## config.mk

```make
export PLATFORM = sky130hd
export DESIGN_NAME = ext_memory_bus
export DESIGN_NICKNAME = d
export VERILOG_FILES = /design/src/common/ext_bus_pkg.sv /design/src/verilog/ext_memory_bus.sv /design/src/verilog/machine_state_timer.sv
export VERILOG_INCLUDE_DIRS = /design/src /design/src/common
export SDC_FILE = /design/constraint.sdc
export NUM_CORES = 1
export LEC_CHECK = 0
export ABC_AREA = 1
export CORE_UTILIZATION = 50
export CTS_CLUSTER_DIAMETER = 120
export CTS_CLUSTER_SIZE = 14
export DETAILED_ROUTE_END_ITERATION = 16
export DONT_BUFFER_PORTS = 1
export SYNTH_ARGS = -nofsm -noshare
export SYNTH_HDL_FRONTEND = slang
export SYNTH_SLANG_ARGS = --single-unit
```

## constraint.sdc

```tcl
create_clock -name mclk -period 5.8 [get_ports mclk]
set_input_delay 0.29 -clock mclk [delete_from_list [all_inputs] [get_ports mclk]]
set_output_delay 0.29 -clock mclk [all_outputs]
set_load 0.05 [all_outputs]
```

## src/common/ext_bus_regs.svh

```systemverilog
// Constants of the external memory bus interface
`ifndef EXT_BUS_REGS_SVH
`define EXT_BUS_REGS_SVH

// ----------------------------------------
// Address map
// ----------------------------------------
`define INT_ROM_LIMIT 12'h400
`define VEC_LOW 11'h003
`define VEC_HIGH 11'h007
`define STACK_DEPTH 8

// ----------------------------------------
// Timing
// ----------------------------------------
`define CLK_PERIOD_NS 10
`define STATE_TIME_NS 100
`define STATE_DIV (`STATE_TIME_NS / `CLK_PERIOD_NS)
`define BOOT_WAIT 2'h3

`endif

```

## src/common/ext_bus_pkg.sv

```systemverilog
// Types of the external memory bus interface
package ext_bus_pkg;

   // ----------------------------------------
   // Machine cycle states, bus cycle kinds and flow op codes
   // ----------------------------------------
   typedef enum logic [4:0] {
      ph_s1 = 5'h01,
      ph_s2 = 5'h02,
      ph_s3 = 5'h04,
      ph_s4 = 5'h08,
      ph_s5 = 5'h10
   } phase_type;

   typedef enum logic [4:0] {
      cy_idle = 5'h01,
      cy_fetch_int = 5'h02,
      cy_fetch_ext = 5'h04,
      cy_data_rd = 5'h08,
      cy_data_wr = 5'h10
   } cycle_type;

   typedef enum logic [2:0] {
      jump_op = 3'h0,
      call_op = 3'h1,
      return_op = 3'h2,
      return_restore_op = 3'h3,
      select_low_bank_op = 3'h4,
      select_high_bank_op = 3'h5,
      interrupt_op = 3'h6
   } op_code_type;

   // ----------------------------------------
   // Carriers
   // ----------------------------------------
   typedef struct packed {
      logic valid;
      op_code_type code;
      logic [10:0] target;
      logic vec_high;
   } flow_op_type;

   typedef struct packed {
      logic req;
      logic write;
      logic ptr_sel;
      logic [7:0] pointer_reg_zero;
      logic [7:0] pointer_reg_one;
      logic [7:0] wdata;
   } data_req_type;

   typedef struct packed {
      logic [7:0] data_out;
      logic data_oe_n;
      logic [3:0] port2_low;
      logic ale;
      logic program_store_strobe_n;
      logic rd_n;
      logic wr_n;
   } bus_pins_type;

endpackage

```

## src/verilog/ext_memory_bus.sv

```systemverilog
// External memory bus interface: fetch, bank switch, data moves, single step, read-out
`timescale 1ns/1ps
`include "ext_bus_regs.svh"

module ext_memory_bus
   import ext_bus_pkg::*;
#(
   parameter int STATE_DIV = `STATE_DIV,
   parameter int STACK_DEPTH = `STACK_DEPTH
)
(
   // Clock and reset
   input wire logic mclk,
   input wire logic rst_n,
   // Pins from outside
   input wire logic [7:0] bus_in,
   input wire logic [3:0] port2_low_in,
   input wire logic external_access_input,
   input wire logic rom_read_enable,
   input wire logic single_step_n,
   // Pins to outside
   output bus_pins_type pins,
   // Core requests
   input wire logic fetch_req,
   input wire logic instr_end,
   input wire flow_op_type flow_op,
   input wire data_req_type data_req,
   input wire logic [7:0] bus_port_val,
   input wire logic [3:0] port2_val,
   // Core answers
   output logic [7:0] instr,
   output logic instr_valid,
   output logic [7:0] read_data,
   output logic data_done,
   output logic halted,
   output logic read_mode,
   // Internal program memory
   output logic [11:0] rom_addr,
   input wire logic [7:0] rom_data
);

   localparam int SPW = $clog2(STACK_DEPTH);

   function automatic logic [11:0] pc_next_seq(input logic [11:0] p);
      pc_next_seq = {p[11], p[10:0] + 11'h001};
   endfunction

   // ----------------------------------------
   // Pin synchronisers
   // ----------------------------------------
   logic [7:0] bus_s1_q, bus_s2_q;
   logic [3:0] p2_s1_q, p2_s2_q;
   logic xacc_s1_q, xacc_s2_q, rre_s1_q, rre_s2_q, ss_s1_q, ss_s2_q;

   always_ff @(posedge mclk or negedge rst_n) begin
      if (!rst_n) begin
         bus_s1_q <= 8'h00;
         bus_s2_q <= 8'h00;
         p2_s1_q <= 4'h0;
         p2_s2_q <= 4'h0;
         {xacc_s1_q, xacc_s2_q, rre_s1_q, rre_s2_q} <= 4'h0;
         {ss_s1_q, ss_s2_q} <= 2'h3;
      end else begin
         bus_s1_q <= bus_in;
         bus_s2_q <= bus_s1_q;
         p2_s1_q <= port2_low_in;
         p2_s2_q <= p2_s1_q;
         xacc_s1_q <= external_access_input;
         xacc_s2_q <= xacc_s1_q;
         rre_s1_q <= rom_read_enable;
         rre_s2_q <= rre_s1_q;
         ss_s1_q <= single_step_n;
         ss_s2_q <= ss_s1_q;
      end
   end

   // ----------------------------------------
   // Mode capture after reset release
   // ----------------------------------------
   logic [1:0] boot_cnt_q;
   logic booted_q, ext_mode_q, read_mode_q;
   logic [11:0] rd_addr_q;

   // External access and read-out are sampled once, so changes outside reset are ignored
   always_ff @(posedge mclk or negedge rst_n) begin
      if (!rst_n) begin
         boot_cnt_q <= 2'h0;
         booted_q <= 1'b0;
         ext_mode_q <= 1'b0;
         read_mode_q <= 1'b0;
         rd_addr_q <= 12'h000;
      end else if (!booted_q) begin
         boot_cnt_q <= boot_cnt_q + 2'h1;
         if (boot_cnt_q == `BOOT_WAIT) begin
            booted_q <= 1'b1;
            ext_mode_q <= xacc_s2_q;
            read_mode_q <= rre_s2_q;
            rd_addr_q <= {p2_s2_q, bus_s2_q};
         end
      end
   end

   // ----------------------------------------
   // Machine cycle timing
   // ----------------------------------------
   logic tick;
   phase_type phase;

   machine_state_timer #(.STATE_DIV(STATE_DIV)) u_timer (
      .mclk(mclk),
      .rst_n(rst_n),
      .tick(tick),
      .phase(phase)
   );

   // ----------------------------------------
   // Cycle selection
   // ----------------------------------------
   logic [11:0] pc_q, fa_q;
   logic [7:0] da_q, wd_q;
   logic bank_ff_q, in_isr_q, halted_q;
   cycle_type cycle_q;

   wire s1 = phase == ph_s1;
   wire strobe_ph = phase == ph_s3 || phase == ph_s4;
   wire program_store_strobe_n_ph = phase == ph_s2 || strobe_ph;
   wire cyc_start = tick && s1 && booted_q && !read_mode_q;
   wire cyc_end = tick && phase == ph_s5;
   wire ext_fetch = ext_mode_q || pc_q >= `INT_ROM_LIMIT;
   wire [7:0] ptr_addr = data_req.ptr_sel ? data_req.pointer_reg_one : data_req.pointer_reg_zero;
   wire cycle_type cycle_sel = halted_q ? cy_idle :
                               data_req.req ? (data_req.write ? cy_data_wr : cy_data_rd) :
                               fetch_req ? (ext_fetch ? cy_fetch_ext : cy_fetch_int) : cy_idle;
   wire cycle_type cur_cycle = cyc_start ? cycle_sel : cycle_q;
   wire [11:0] cur_faddr = cyc_start ? pc_q : fa_q;
   wire [7:0] cur_daddr = cyc_start ? ptr_addr : da_q;
   wire fetch_start = cyc_start && (cycle_sel == cy_fetch_int || cycle_sel == cy_fetch_ext);

   always_ff @(posedge mclk or negedge rst_n) begin
      if (!rst_n) begin
         cycle_q <= cy_idle;
         fa_q <= 12'h000;
         da_q <= 8'h00;
         wd_q <= 8'h00;
      end else if (cyc_start) begin
         cycle_q <= cycle_sel;
         fa_q <= pc_q;
         da_q <= ptr_addr;
         wd_q <= data_req.wdata;
      end
   end

   // ----------------------------------------
   // Program counter, bank and stack
   // ----------------------------------------
   logic [11:0] stack_q [STACK_DEPTH];
   logic [SPW-1:0] sp_q;

   wire op_branch = flow_op.valid && (flow_op.code == jump_op || flow_op.code == call_op);
   wire op_return = flow_op.valid && (flow_op.code == return_op || flow_op.code == return_restore_op);
   wire op_intr = flow_op.valid && flow_op.code == interrupt_op;
   wire op_push = flow_op.valid && (flow_op.code == call_op || flow_op.code == interrupt_op);
   wire bank_src = in_isr_q ? 1'b0 : bank_ff_q;
   wire [SPW-1:0] sp_dec = sp_q - SPW'(1);
   wire [10:0] vec = flow_op.vec_high ? `VEC_HIGH : `VEC_LOW;
   wire [11:0] pc_d = op_branch ? {bank_src, flow_op.target} :
                      op_return ? stack_q[sp_dec] :
                      op_intr ? {1'b0, vec} :
                      fetch_start ? pc_next_seq(pc_q) : pc_q;

   always_ff @(posedge mclk or negedge rst_n) begin
      if (!rst_n) begin
         pc_q <= 12'h000;
         sp_q <= '0;
         bank_ff_q <= 1'b0;
         in_isr_q <= 1'b0;
      end else begin
         pc_q <= pc_d;
         if (op_push) begin
            sp_q <= sp_q + SPW'(1);
         end else if (op_return) begin
            sp_q <= sp_dec;
         end
         if (flow_op.valid && flow_op.code == select_high_bank_op) begin
            bank_ff_q <= 1'b1;
         end else if (flow_op.valid && flow_op.code == select_low_bank_op) begin
            bank_ff_q <= 1'b0;
         end
         if (op_intr) begin
            in_isr_q <= 1'b1;
         end else if (flow_op.valid && flow_op.code == return_restore_op) begin
            in_isr_q <= 1'b0;
         end
      end
   end

   // Full twelve bits saved so a return crosses back over the bank boundary
   always_ff @(posedge mclk) begin
      if (op_push) begin
         stack_q[sp_q] <= pc_q;
      end
   end

   // ----------------------------------------
   // Single step
   // ----------------------------------------
   always_ff @(posedge mclk or negedge rst_n) begin
      if (!rst_n) begin
         halted_q <= 1'b0;
      end else if (instr_end && !ss_s2_q) begin
         halted_q <= 1'b1;
      end else if (cyc_start && ss_s2_q) begin
         halted_q <= 1'b0;
      end
   end

   // ----------------------------------------
   // Pin drive
   // ----------------------------------------
   wire is_fx = cur_cycle == cy_fetch_ext;
   wire is_rd = cur_cycle == cy_data_rd;
   wire is_wr = cur_cycle == cy_data_wr;
   wire halt_show = halted_q && cur_cycle == cy_idle;
   wire addr_out = (is_fx || is_rd || is_wr) && s1;
   wire [7:0] cur_addr = is_fx ? cur_faddr[7:0] : cur_daddr;
   wire [7:0] bus_d = read_mode_q ? rom_data :
                      addr_out ? cur_addr :
                      is_wr ? wd_q :
                      (halt_show && s1) ? bus_port_val : pc_q[7:0];
   wire bus_drive = read_mode_q || addr_out || is_wr || halt_show;
   wire [3:0] p2_d = (is_fx && !s1) ? cur_faddr[11:8] :
                     (halt_show && !s1) ? pc_q[11:8] : port2_val;
   bus_pins_type pins_d, pins_q;

   assign pins_d.data_out = bus_d;
   assign pins_d.data_oe_n = !bus_drive;
   assign pins_d.port2_low = p2_d;
   assign pins_d.ale = s1 && booted_q && !read_mode_q;
   assign pins_d.program_store_strobe_n = !(is_fx && program_store_strobe_n_ph);
   assign pins_d.rd_n = !(is_rd && strobe_ph);
   assign pins_d.wr_n = !(is_wr && strobe_ph);

   always_ff @(posedge mclk or negedge rst_n) begin
      if (!rst_n) begin
         pins_q <= '{data_out: 8'h00, data_oe_n: 1'b1, port2_low: 4'h0, ale: 1'b0,
                     program_store_strobe_n: 1'b1, rd_n: 1'b1, wr_n: 1'b1};
      end else begin
         pins_q <= pins_d;
      end
   end

   // ----------------------------------------
   // Core answers
   // ----------------------------------------
   logic [7:0] instr_q, read_data_q;
   logic instr_valid_q, data_done_q;
   logic [11:0] rom_addr_q;
   wire fetch_end = cyc_end && (cycle_q == cy_fetch_int || cycle_q == cy_fetch_ext);

   // Samples taken as the strobes end; the synchroniser still holds the strobed value
   always_ff @(posedge mclk or negedge rst_n) begin
      if (!rst_n) begin
         instr_q <= 8'h00;
         instr_valid_q <= 1'b0;
         read_data_q <= 8'h00;
         data_done_q <= 1'b0;
         rom_addr_q <= 12'h000;
      end else begin
         instr_valid_q <= fetch_end;
         data_done_q <= cyc_end && (cycle_q == cy_data_rd || cycle_q == cy_data_wr);
         rom_addr_q <= read_mode_q ? rd_addr_q : cur_faddr;
         if (fetch_end) begin
            instr_q <= cycle_q == cy_fetch_ext ? bus_s2_q : rom_data;
         end
         if (cyc_end && cycle_q == cy_data_rd) begin
            read_data_q <= bus_s2_q;
         end
      end
   end

   assign pins = pins_q;
   assign instr = instr_q;
   assign instr_valid = instr_valid_q;
   assign read_data = read_data_q;
   assign data_done = data_done_q;
   assign halted = halted_q;
   assign read_mode = read_mode_q;
   assign rom_addr = rom_addr_q;

   // ----------------------------------------
   // Checks
   // ----------------------------------------
   property p_int_quiet;
      @(posedge mclk) disable iff (!rst_n)
      (cycle_q == cy_fetch_int && !tick) |=> pins_q.program_store_strobe_n && pins_q.data_oe_n && pins_q.rd_n;
   endproperty
   a_int_quiet: assert property (p_int_quiet) else $error("internal fetch disturbed the bus");

   property p_high_ext;
      @(posedge mclk) disable iff (!rst_n)
      (cyc_start && !halted_q && !data_req.req && fetch_req && pc_q >= 12'h400) |=> cycle_q == cy_fetch_ext;
   endproperty
   a_high_ext: assert property (p_high_ext) else $error("fetch above limit not external");

   property p_ext_addr;
      @(posedge mclk) disable iff (!rst_n)
      (cycle_q == cy_fetch_ext && s1 && !tick) |=> pins_q.data_out == fa_q[7:0] && !pins_q.data_oe_n && pins_q.ale;
   endproperty
   a_ext_addr: assert property (p_ext_addr) else $error("fetch address missing in address phase");

   property p_program_store_strobe_n_only_fetch;
      @(posedge mclk) disable iff (!rst_n)
      $fell(pins_q.program_store_strobe_n) |-> $past(cycle_q) == cy_fetch_ext && pins_q.data_oe_n;
   endproperty
   a_program_store_strobe_n_only_fetch: assert property (p_program_store_strobe_n_only_fetch) else $error("program strobe outside fetch");

   property p_forced_ext;
      @(posedge mclk) disable iff (!rst_n)
      (cyc_start && ext_mode_q && fetch_req && !halted_q && !data_req.req) |=> cycle_q == cy_fetch_ext;
   endproperty
   a_forced_ext: assert property (p_forced_ext) else $error("forced external fetch went internal");

   property p_bit11_hold;
      @(posedge mclk) disable iff (!rst_n)
      (fetch_start && !flow_op.valid) |=> pc_q[11] == $past(pc_q[11]) && pc_q[10:0] == $past(pc_q[10:0]) + 11'h001;
   endproperty
   a_bit11_hold: assert property (p_bit11_hold) else $error("increment changed bank bit");

   property p_ret_keeps_flop;
      @(posedge mclk) disable iff (!rst_n)
      op_return |=> bank_ff_q == $past(bank_ff_q);
   endproperty
   a_ret_keeps_flop: assert property (p_ret_keeps_flop) else $error("return altered bank flop");

   property p_intr_vector;
      @(posedge mclk) disable iff (!rst_n)
      op_intr |=> in_isr_q && pc_q == {1'b0, ($past(flow_op.vec_high) ? 11'h007 : 11'h003)};
   endproperty
   a_intr_vector: assert property (p_intr_vector) else $error("interrupt vector wrong");

   property p_wr_hold;
      @(posedge mclk) disable iff (!rst_n)
      $rose(pins_q.wr_n) |-> !pins_q.data_oe_n && pins_q.data_out == $past(pins_q.data_out, 2);
   endproperty
   a_wr_hold: assert property (p_wr_hold) else $error("write data moved at strobe end");

   property p_halt_addr;
      @(posedge mclk) disable iff (!rst_n)
      (halted_q && cycle_q == cy_idle && phase == ph_s3 && !tick) |=>
         pins_q.data_out == pc_q[7:0] && pins_q.port2_low == pc_q[11:8];
   endproperty
   a_halt_addr: assert property (p_halt_addr) else $error("halt does not show next address");

endmodule

```

## src/verilog/machine_state_timer.sv

```systemverilog
// Machine cycle state sequencer
`timescale 1ns/1ps
`include "ext_bus_regs.svh"

module machine_state_timer
   import ext_bus_pkg::*;
#(
   parameter int STATE_DIV = `STATE_DIV
)
(
   // Clock and reset
   input wire logic mclk,
   input wire logic rst_n,
   // State outputs
   output logic tick,
   output phase_type phase
);

   // ----------------------------------------
   // Divider
   // ----------------------------------------
   logic [15:0] cnt_q;
   logic tick_q;
   phase_type phase_q;
   phase_type phase_d;
   wire wrap = cnt_q == 16'(STATE_DIV - 1);

   always_comb begin
      case (phase_q)
         ph_s1: phase_d = ph_s2;
         ph_s2: phase_d = ph_s3;
         ph_s3: phase_d = ph_s4;
         ph_s4: phase_d = ph_s5;
         ph_s5: phase_d = ph_s1;
         default: phase_d = ph_s1;
      endcase
   end

   // Tick marks the first clock of each new state
   always_ff @(posedge mclk or negedge rst_n) begin
      if (!rst_n) begin
         cnt_q <= 16'h0000;
         tick_q <= 1'b0;
         phase_q <= ph_s5;
      end else begin
         cnt_q <= wrap ? 16'h0000 : cnt_q + 16'h0001;
         tick_q <= wrap;
         if (wrap) begin
            phase_q <= phase_d;
         end
      end
   end

   assign tick = tick_q;
   assign phase = phase_q;

endmodule
```

# Word-level counts from Yosys, hierarchy flattened

Memories as Yosys holds them, arrays and structs flattened.
Index checks and enable logic that the tools add are counted.

Multiplexer cells: 38
Bitwise operators: 1
Reductions and logical operators: 56
Order comparisons: 1
Add/subtract/negate cells: 5
Eq/ne operators: 23

Operator list:

| operator                                                                              | number |
|---|---|
| 8-bit two-way mux                                                                     | 8 |
| 12-bit two-way mux                                                                    | 5 |
| 1-bit logical AND                                                                     | 27 |
| 5-bit by 3-bit == test with 1-bit output, second input constant                       | 4 |
| 5-bit two-way mux                                                                     | 4 |
| 5-bit case mux with 4 select lines                                                    | 1 |
| 16-bit by 1-bit adder with 16-bit output, second input constant                       | 1 |
| 16-bit by 4-bit == test with 1-bit output, second input constant                      | 1 |
| 16-bit two-way mux                                                                    | 1 |
| 5-bit by 2-bit == test with 1-bit output, second input constant                       | 3 |
| 5-bit by 4-bit == test with 1-bit output, second input constant                       | 3 |
| 5-bit == test, second input constant                                                  | 3 |
| 3-bit two-way mux                                                                     | 5 |
| 1-bit logical OR                                                                      | 14 |
| 12-bit by 11-bit greater-or-equal comparator with 1-bit output, second input constant | 1 |
| 11-bit by 1-bit adder with 11-bit output, second input constant                       | 1 |
| 1-bit two-way mux                                                                     | 11 |
| 11-bit two-way mux                                                                    | 1 |
| 5-bit by 1-bit == test with 1-bit output, second input constant                       | 2 |
| 3-bit == test, second input constant                                                  | 3 |
| 4-bit two-way mux                                                                     | 2 |
| 2-bit nonzero test                                                                    | 4 |
| 1-bit zero test                                                                       | 7 |
| 3-bit by 2-bit == test with 1-bit output, second input constant                       | 2 |
| other kinds (10)                                                                      | 10 |

Memories: 1
Word-level logic and storage cells: 165
Input port bits: 82
Bits in writable memories: 96
Register bits: 167
Output and inout bits: 49

Memory list:

| memory  | depth | width | read ports | clocked after Yosys merged registers in | wr ports | RTL line              | text |
|---|---|---|---|---|---|---|---|
| stack_q | 8     | 12    | 1          | 0                                       | 1        | ext_memory_bus.sv:156 | `logic [11:0] stack_q [STACK_DEPTH];` |

# Depth between registers and ports, before layout

Depth after elaboration: 15
Depth in mapped cells: 16
Gate-level depth less buffers: 16

# By module

A second synthesis with hierarchy kept.

Cells, all modules: 1183
Area, all modules: 11531.1 um^2

Modules (own cells, without submodules):

| module              | times used | area an instance (um^2) | seq. area each (um^2) | cells an instance |
|---|---|---|---|---|
| ext_memory_bus      | 1          | 10247.3                 | 6520.0                | 1020 |
| machine_state_timer | 1          | 1283.7                  | 551.8                 | 163 |

# Least setup slack after synthesis

OpenSTA, ideal clock, no wires.

Path type: register to register
Start point: register read_mode_q (netlist: read_mode)
End point: register pins_q (netlist bit pins[15])
Setup slack: 3.589 ns
Setup time: 0.117 ns
Cell stages (with the launch flop): 14
Period minus slack after synthesis: 2.211 ns
Data required time: 5.683 ns
Path buffers: 1
Arrival: 2.093 ns
Cells stage by stage: dfrtp_1 > buf_2 > nor2_4 > nand4_2 > nand2_1 > nand3_1 > nor2_8 > nand3_2 > nand2_1 > inv_2 > nor2_1 > nor2_1 > nor2_1 > nor2_1

Word-level cells in the longest chain between the ends: 10
Elaborated cells on any way between the ends: 19
Classes of those cells: eq/ne: 4; mux: 8; reduce/logical: 7

Ends and longest elaborated chain:

| what                                     | RTL line              | text |
|---|---|---|
| start, declared                          | ext_memory_bus.sv:81  | `logic booted_q, ext_mode_q, read_mode_q;` |
| start signal, assigned                   | ext_memory_bus.sv:97  | `read_mode_q <= rre_s2_q;` |
| 1-bit zero test                          | ext_memory_bus.sv:127 | `wire cyc_start = tick && s1 && booted_q && !read_mode_q;` |
| 1-bit logical AND                        | ext_memory_bus.sv:127 |  |
| 5-bit two-way mux                        | ext_memory_bus.sv:134 | `wire cycle_type cur_cycle = cyc_start ? cycle_sel : cycle_q;` |
| 5-bit by 1-bit == test with 1-bit output | ext_memory_bus.sv:223 | `wire halt_show = halted_q && cur_cycle == cy_idle;` |
| 1-bit logical AND                        | ext_memory_bus.sv:223 |  |
| 1-bit logical AND                        | ext_memory_bus.sv:229 | `(halt_show && s1) ? bus_port_val : pc_q[7:0];` |
| 8-bit two-way mux                        | ext_memory_bus.sv:229 |  |
| 8-bit two-way mux                        | ext_memory_bus.sv:228 | `is_wr ? wd_q :` |
| 8-bit two-way mux                        | ext_memory_bus.sv:227 | `addr_out ? cur_addr :` |
| 8-bit two-way mux (*)                    | ext_memory_bus.sv:226 | `wire [7:0] bus_d = read_mode_q ? rom_data :` |
| named net bus_d[6]                       | ext_memory_bus.sv:226 |  |
| end signal, assigned                     | ext_memory_bus.sv:245 | `pins_q <= '{data_out: 8'h00, data_oe_n: 1'b1, port2_low: 4'h0, ale: 1'b0,` |
| end signal, assigned                     | ext_memory_bus.sv:248 | `pins_q <= pins_d;` |
| end, declared                            | ext_memory_bus.sv:233 | `bus_pins_type pins_d, pins_q;` |

The timed path passes the listed nets; every way through them passes the cells marked *.
A chain may end at the register's enable or synchronous reset.

# Worst setup path in the final report

Start point: register sp_q[0]
End point: register pc_q[8]

Word-level cells in the longest chain between the ends: 4

Ends and longest elaborated chain:

| what                                        | RTL line              | text |
|---|---|---|
| start, declared                             | ext_memory_bus.sv:157 | `logic [SPW-1:0] sp_q;` |
| start signal, assigned                      | ext_memory_bus.sv:180 | `sp_q <= sp_q + SPW'(1);` |
| start signal, assigned                      | ext_memory_bus.sv:182 | `sp_q <= sp_dec;` |
| 3-bit by 1-bit subtractor with 3-bit output | ext_memory_bus.sv:164 | `wire [SPW-1:0] sp_dec = sp_q - SPW'(1);` |
| memory read 8 x 12 bit                      | n/a                   |  |
| 12-bit two-way mux                          | ext_memory_bus.sv:167 | `op_return ? stack_q[sp_dec] :` |
| 12-bit two-way mux                          | ext_memory_bus.sv:166 | `wire [11:0] pc_d = op_branch ? {bank_src, flow_op.target} :` |
| end signal, assigned                        | ext_memory_bus.sv:178 | `pc_q <= pc_d;` |
| end, declared                               | ext_memory_bus.sv:119 | `logic [11:0] pc_q, fa_q;` |

No other way between the ends.

==> results.toml <==
[floorplan]
fp.dieW_um = 151
coreArea_um2 = 21800
ioPinCount = 131
rows = 54
dieArea_um2 = 22900
die_h_um = 151
initial_utilization_pct = 51.1

[critical_path]
crit_required_ns = 6.22
max_stage_delay_ns = 0.72
crit_family = "simple AND/OR/NAND/NOR gates"
cp-start-kind = "flop"
critPathCaptureType = "flop"
r2r_end = "pc_q[8]"
rr_worst_depth = 10
cp.depth = 10
crit_fanout = 52
cp-startpoint = "sp_q[0]"
critical_path_class = "flop to flop"
cp_slowest_cell = "nor2_1"
crit_chain = "buf_4, inv_1, ha_1, xnor2_1, inv_1, nor2_1, nand2_1, o211ai_1, o211ai_1, o21ai_0"
rr_startpoint = "sp_q[0]"
critPathBufInv = 3
rrSetupSlack_ns = 2.75
critPathArrivalTime_ns = 3.48
cp-endpoint = "pc_q[8]"

[pwr]
p_leak_nw = 5.47
power.density_nw_per_um2 = 390
irDropWorstVdd_mv = 0.251
p_total_mw = 4.90

[routing]
first_pass_iters = 5
dr.first_iter.drc_count = 478
vias_per_cell = 5.39
vias = 7850
wire_per_inst_um = 18.9
drc_errors = 0
ant_nets = 0
drt-total-wl_um = 27500

[global_routing]
grt_pass1_wl_um = 42700
antenna_found_initial = 1
grt_max_degree = 168
grt_overflow = 0
grt_pass1_vias = 7614
grt_usage_pct = 24.8

[clock_tree]
cts_buffers = 22
cts_buffer_depth = 3
cts-root-buf = "clkbuf_16"
clkSinkCount = 263
cts_tree = "built"
h-tree-depth = 1
clock_latency_ns = 0.51
clk_pin_slew_worst_paths_ns = 0.07

[synthesis]
async_flop_share_pct = 63.5
synth_warnings = 0
synth-seq-cells = 263
synthFlopType = "dfrtp_1"
syn_area_um2 = 11200
seq_area_frac_synth_pct = 63.4
avgSynthCellArea_um2 = 10.0
synth_edf_count = 96
ys_types = 49
synthCells = 1115
synth_fp_nets = 1203

[final_layout]
multiInputGateArea_um2 = 3580
syn_to_final_growth_pct = 12.7
drive_above_1_share_pct = 8.08
final_util_pct = 57.6
n_antenna_cell = 0
stdcell_count = 1456
final.fill_count = 1908
regArea_um2 = 7070
fin_nets = 1248

[hold_path]
worst_hold_startpoint = "rom_data[7]"
hold_path.class = "primary input to flop"

[sta]
tightest_slew_ns = 0.908
period_share_pct = 52.6
rsz0062_at_grt = "no"
min_period_ns = 3.05
finalSetupViolCount = 0
totalNegativeSetupSlack_ns = 0
hold_viol = 0
skew_ns = 0.0133
setup_slack_ns = 2.75
fmax_mhz = 328
slew_headroom_pct = 39.3
drv_slew = 0

[place]
dp_cells = 1369
gp_congestion = 0.866
dpl.hpwl_um = 18400
io_buffers = 0
dp_slack_ns = 2.79

[run]
cap_violations = 0

[run_status]
status = "complete, no violations"
==> through the flow <==
stage | cell area (um2) | hold slack (ns)
5_1_grt | 12600 | 0.0212
2_1_floorplan | 11200 | -0.00559
3_5_place_dp | 11400 | 0.00331
6_report | 12600 | 0.0133
4_1_cts | 12600 | 0.00501
3_3_place_gp | 11400 | 0.00338
==> synth_stat cells (all sizes together) (5+ instances only) <==
master	n	area (um2)
o22ai	19	119
clkbuf	27	101
mux2	5	56.3
o221ai	6	52.6
nand3	43	233
nand4	17	113
xor2	7	61.3
dfrtp	159	3980
nor4	5	37.5
ha	6	75.1
nand2	237	925
o21ai	124	621
buf	12	62.6
nor2	166	718
inv	91	342
dfstp	8	210
edfxtp	96	2880
a21oi	24	120
o211ai	10	75.1
mux2i	8	80.1
nor3	11	55.1
or2	12	75.1
==> power by group <==
part           leakage, nW  internal (mW)  total [mW]  switching (mW)
logic                 2.31          0.352        1.07           0.714
registers             2.86           2.17        2.46           0.294
clock network        0.306          0.741        1.38           0.639
total                 5.47           3.26        4.90            1.65
==> cell families after synthesis <==
| logic type | Yosys count | synth area share [%] |
|---|---|---|
| adder cells (fa/ha/maj) | 6 | 0.673 |
| XOR/XNOR | 10 | 0.785 |
| AND/OR/NAND/NOR | 492 | 19.4 |
| multiplexers | 13 | 1.22 |
| AO/OA/AOI/OAI | 199 | 9.99 |
| buffers and inverters | 132 | 4.60 |
| flip-flops | 263 | 63.4 |
==> area by class of cell <==
type / count / area share (%)
sequential: 263 / 56.2
multi-input combinational: 720 / 28.4
clock buffer: 39 / 5.05
timing repair buffer: 60 / 4.66
tap: 280 / 2.79
inverter: 93 / 2.78
clock inverter: 1 / 0.0398
==> state kept, by name, summed over array words and instances (netlist names), 5 cells and up <==
register       count
fa_q              12
bus_s1_q           8
da_q               8
cycle_q            5
u_timer.phase      5
rd_addr_q         12
u_timer.cnt_q     16
read_data          8
rom_addr          12
pins              17
bus_s2_q           8
pc_q              12
wd_q               8
instr              8
stack_q           96
==> metal layers <==
layer / GRT usage (%) / share of wire [%] / vias to the layer above
li1: - / - / 3835
met5: 0 / 0.044 / -
met4: 6.10 / 2.4 / 2
met2: 40.0 / 47 / 194
met1: 34.1 / 44 / 3777
met3: 5.48 / 6.1 / 42
==> cells in the final DEF, fill, tap and decap left out, types with 10 or more instances in the layout <==
master	netlist	final
nand4_1	16	16
nand3_1	41	41
nor3_1	11	11
dfrtp_1	159	159
nor2_1	155	155
o21ai_0	118	118
or2_2	11	11
o22ai_1	19	19
a21oi_1	24	24
inv_1	81	81
clkbuf_16	0	23
inv_2	10	10
dlygate4sd3_1	0	46
o211ai_1	10	10
edfxtp_1	96	96
clkbuf_1	27	16
buf_4	1	13
nand2_1	229	229
==> worst min-delay path by stage <==
stage	end	slack (ns)	cells past startpoint
6_report	instr[7]	0.01	2
5_1_grt	pins[6]	0.02	2
4_1_cts	instr[7]	0.005	2
3_5_place_dp	rom_addr[5]	0.003	0
3_3_place_gp	rom_addr[10]	0.003	0
2_1_floorplan	bank_ff_q	-0.006	0
==> repair_timing <==
action | CTS | global route
resized for setup | 0 | 0
hold buffers | 47 | 0
setup buffers | 0 | 0
hold endpoints to repair | 218 | 0
(Power assumes the default switching activity.)
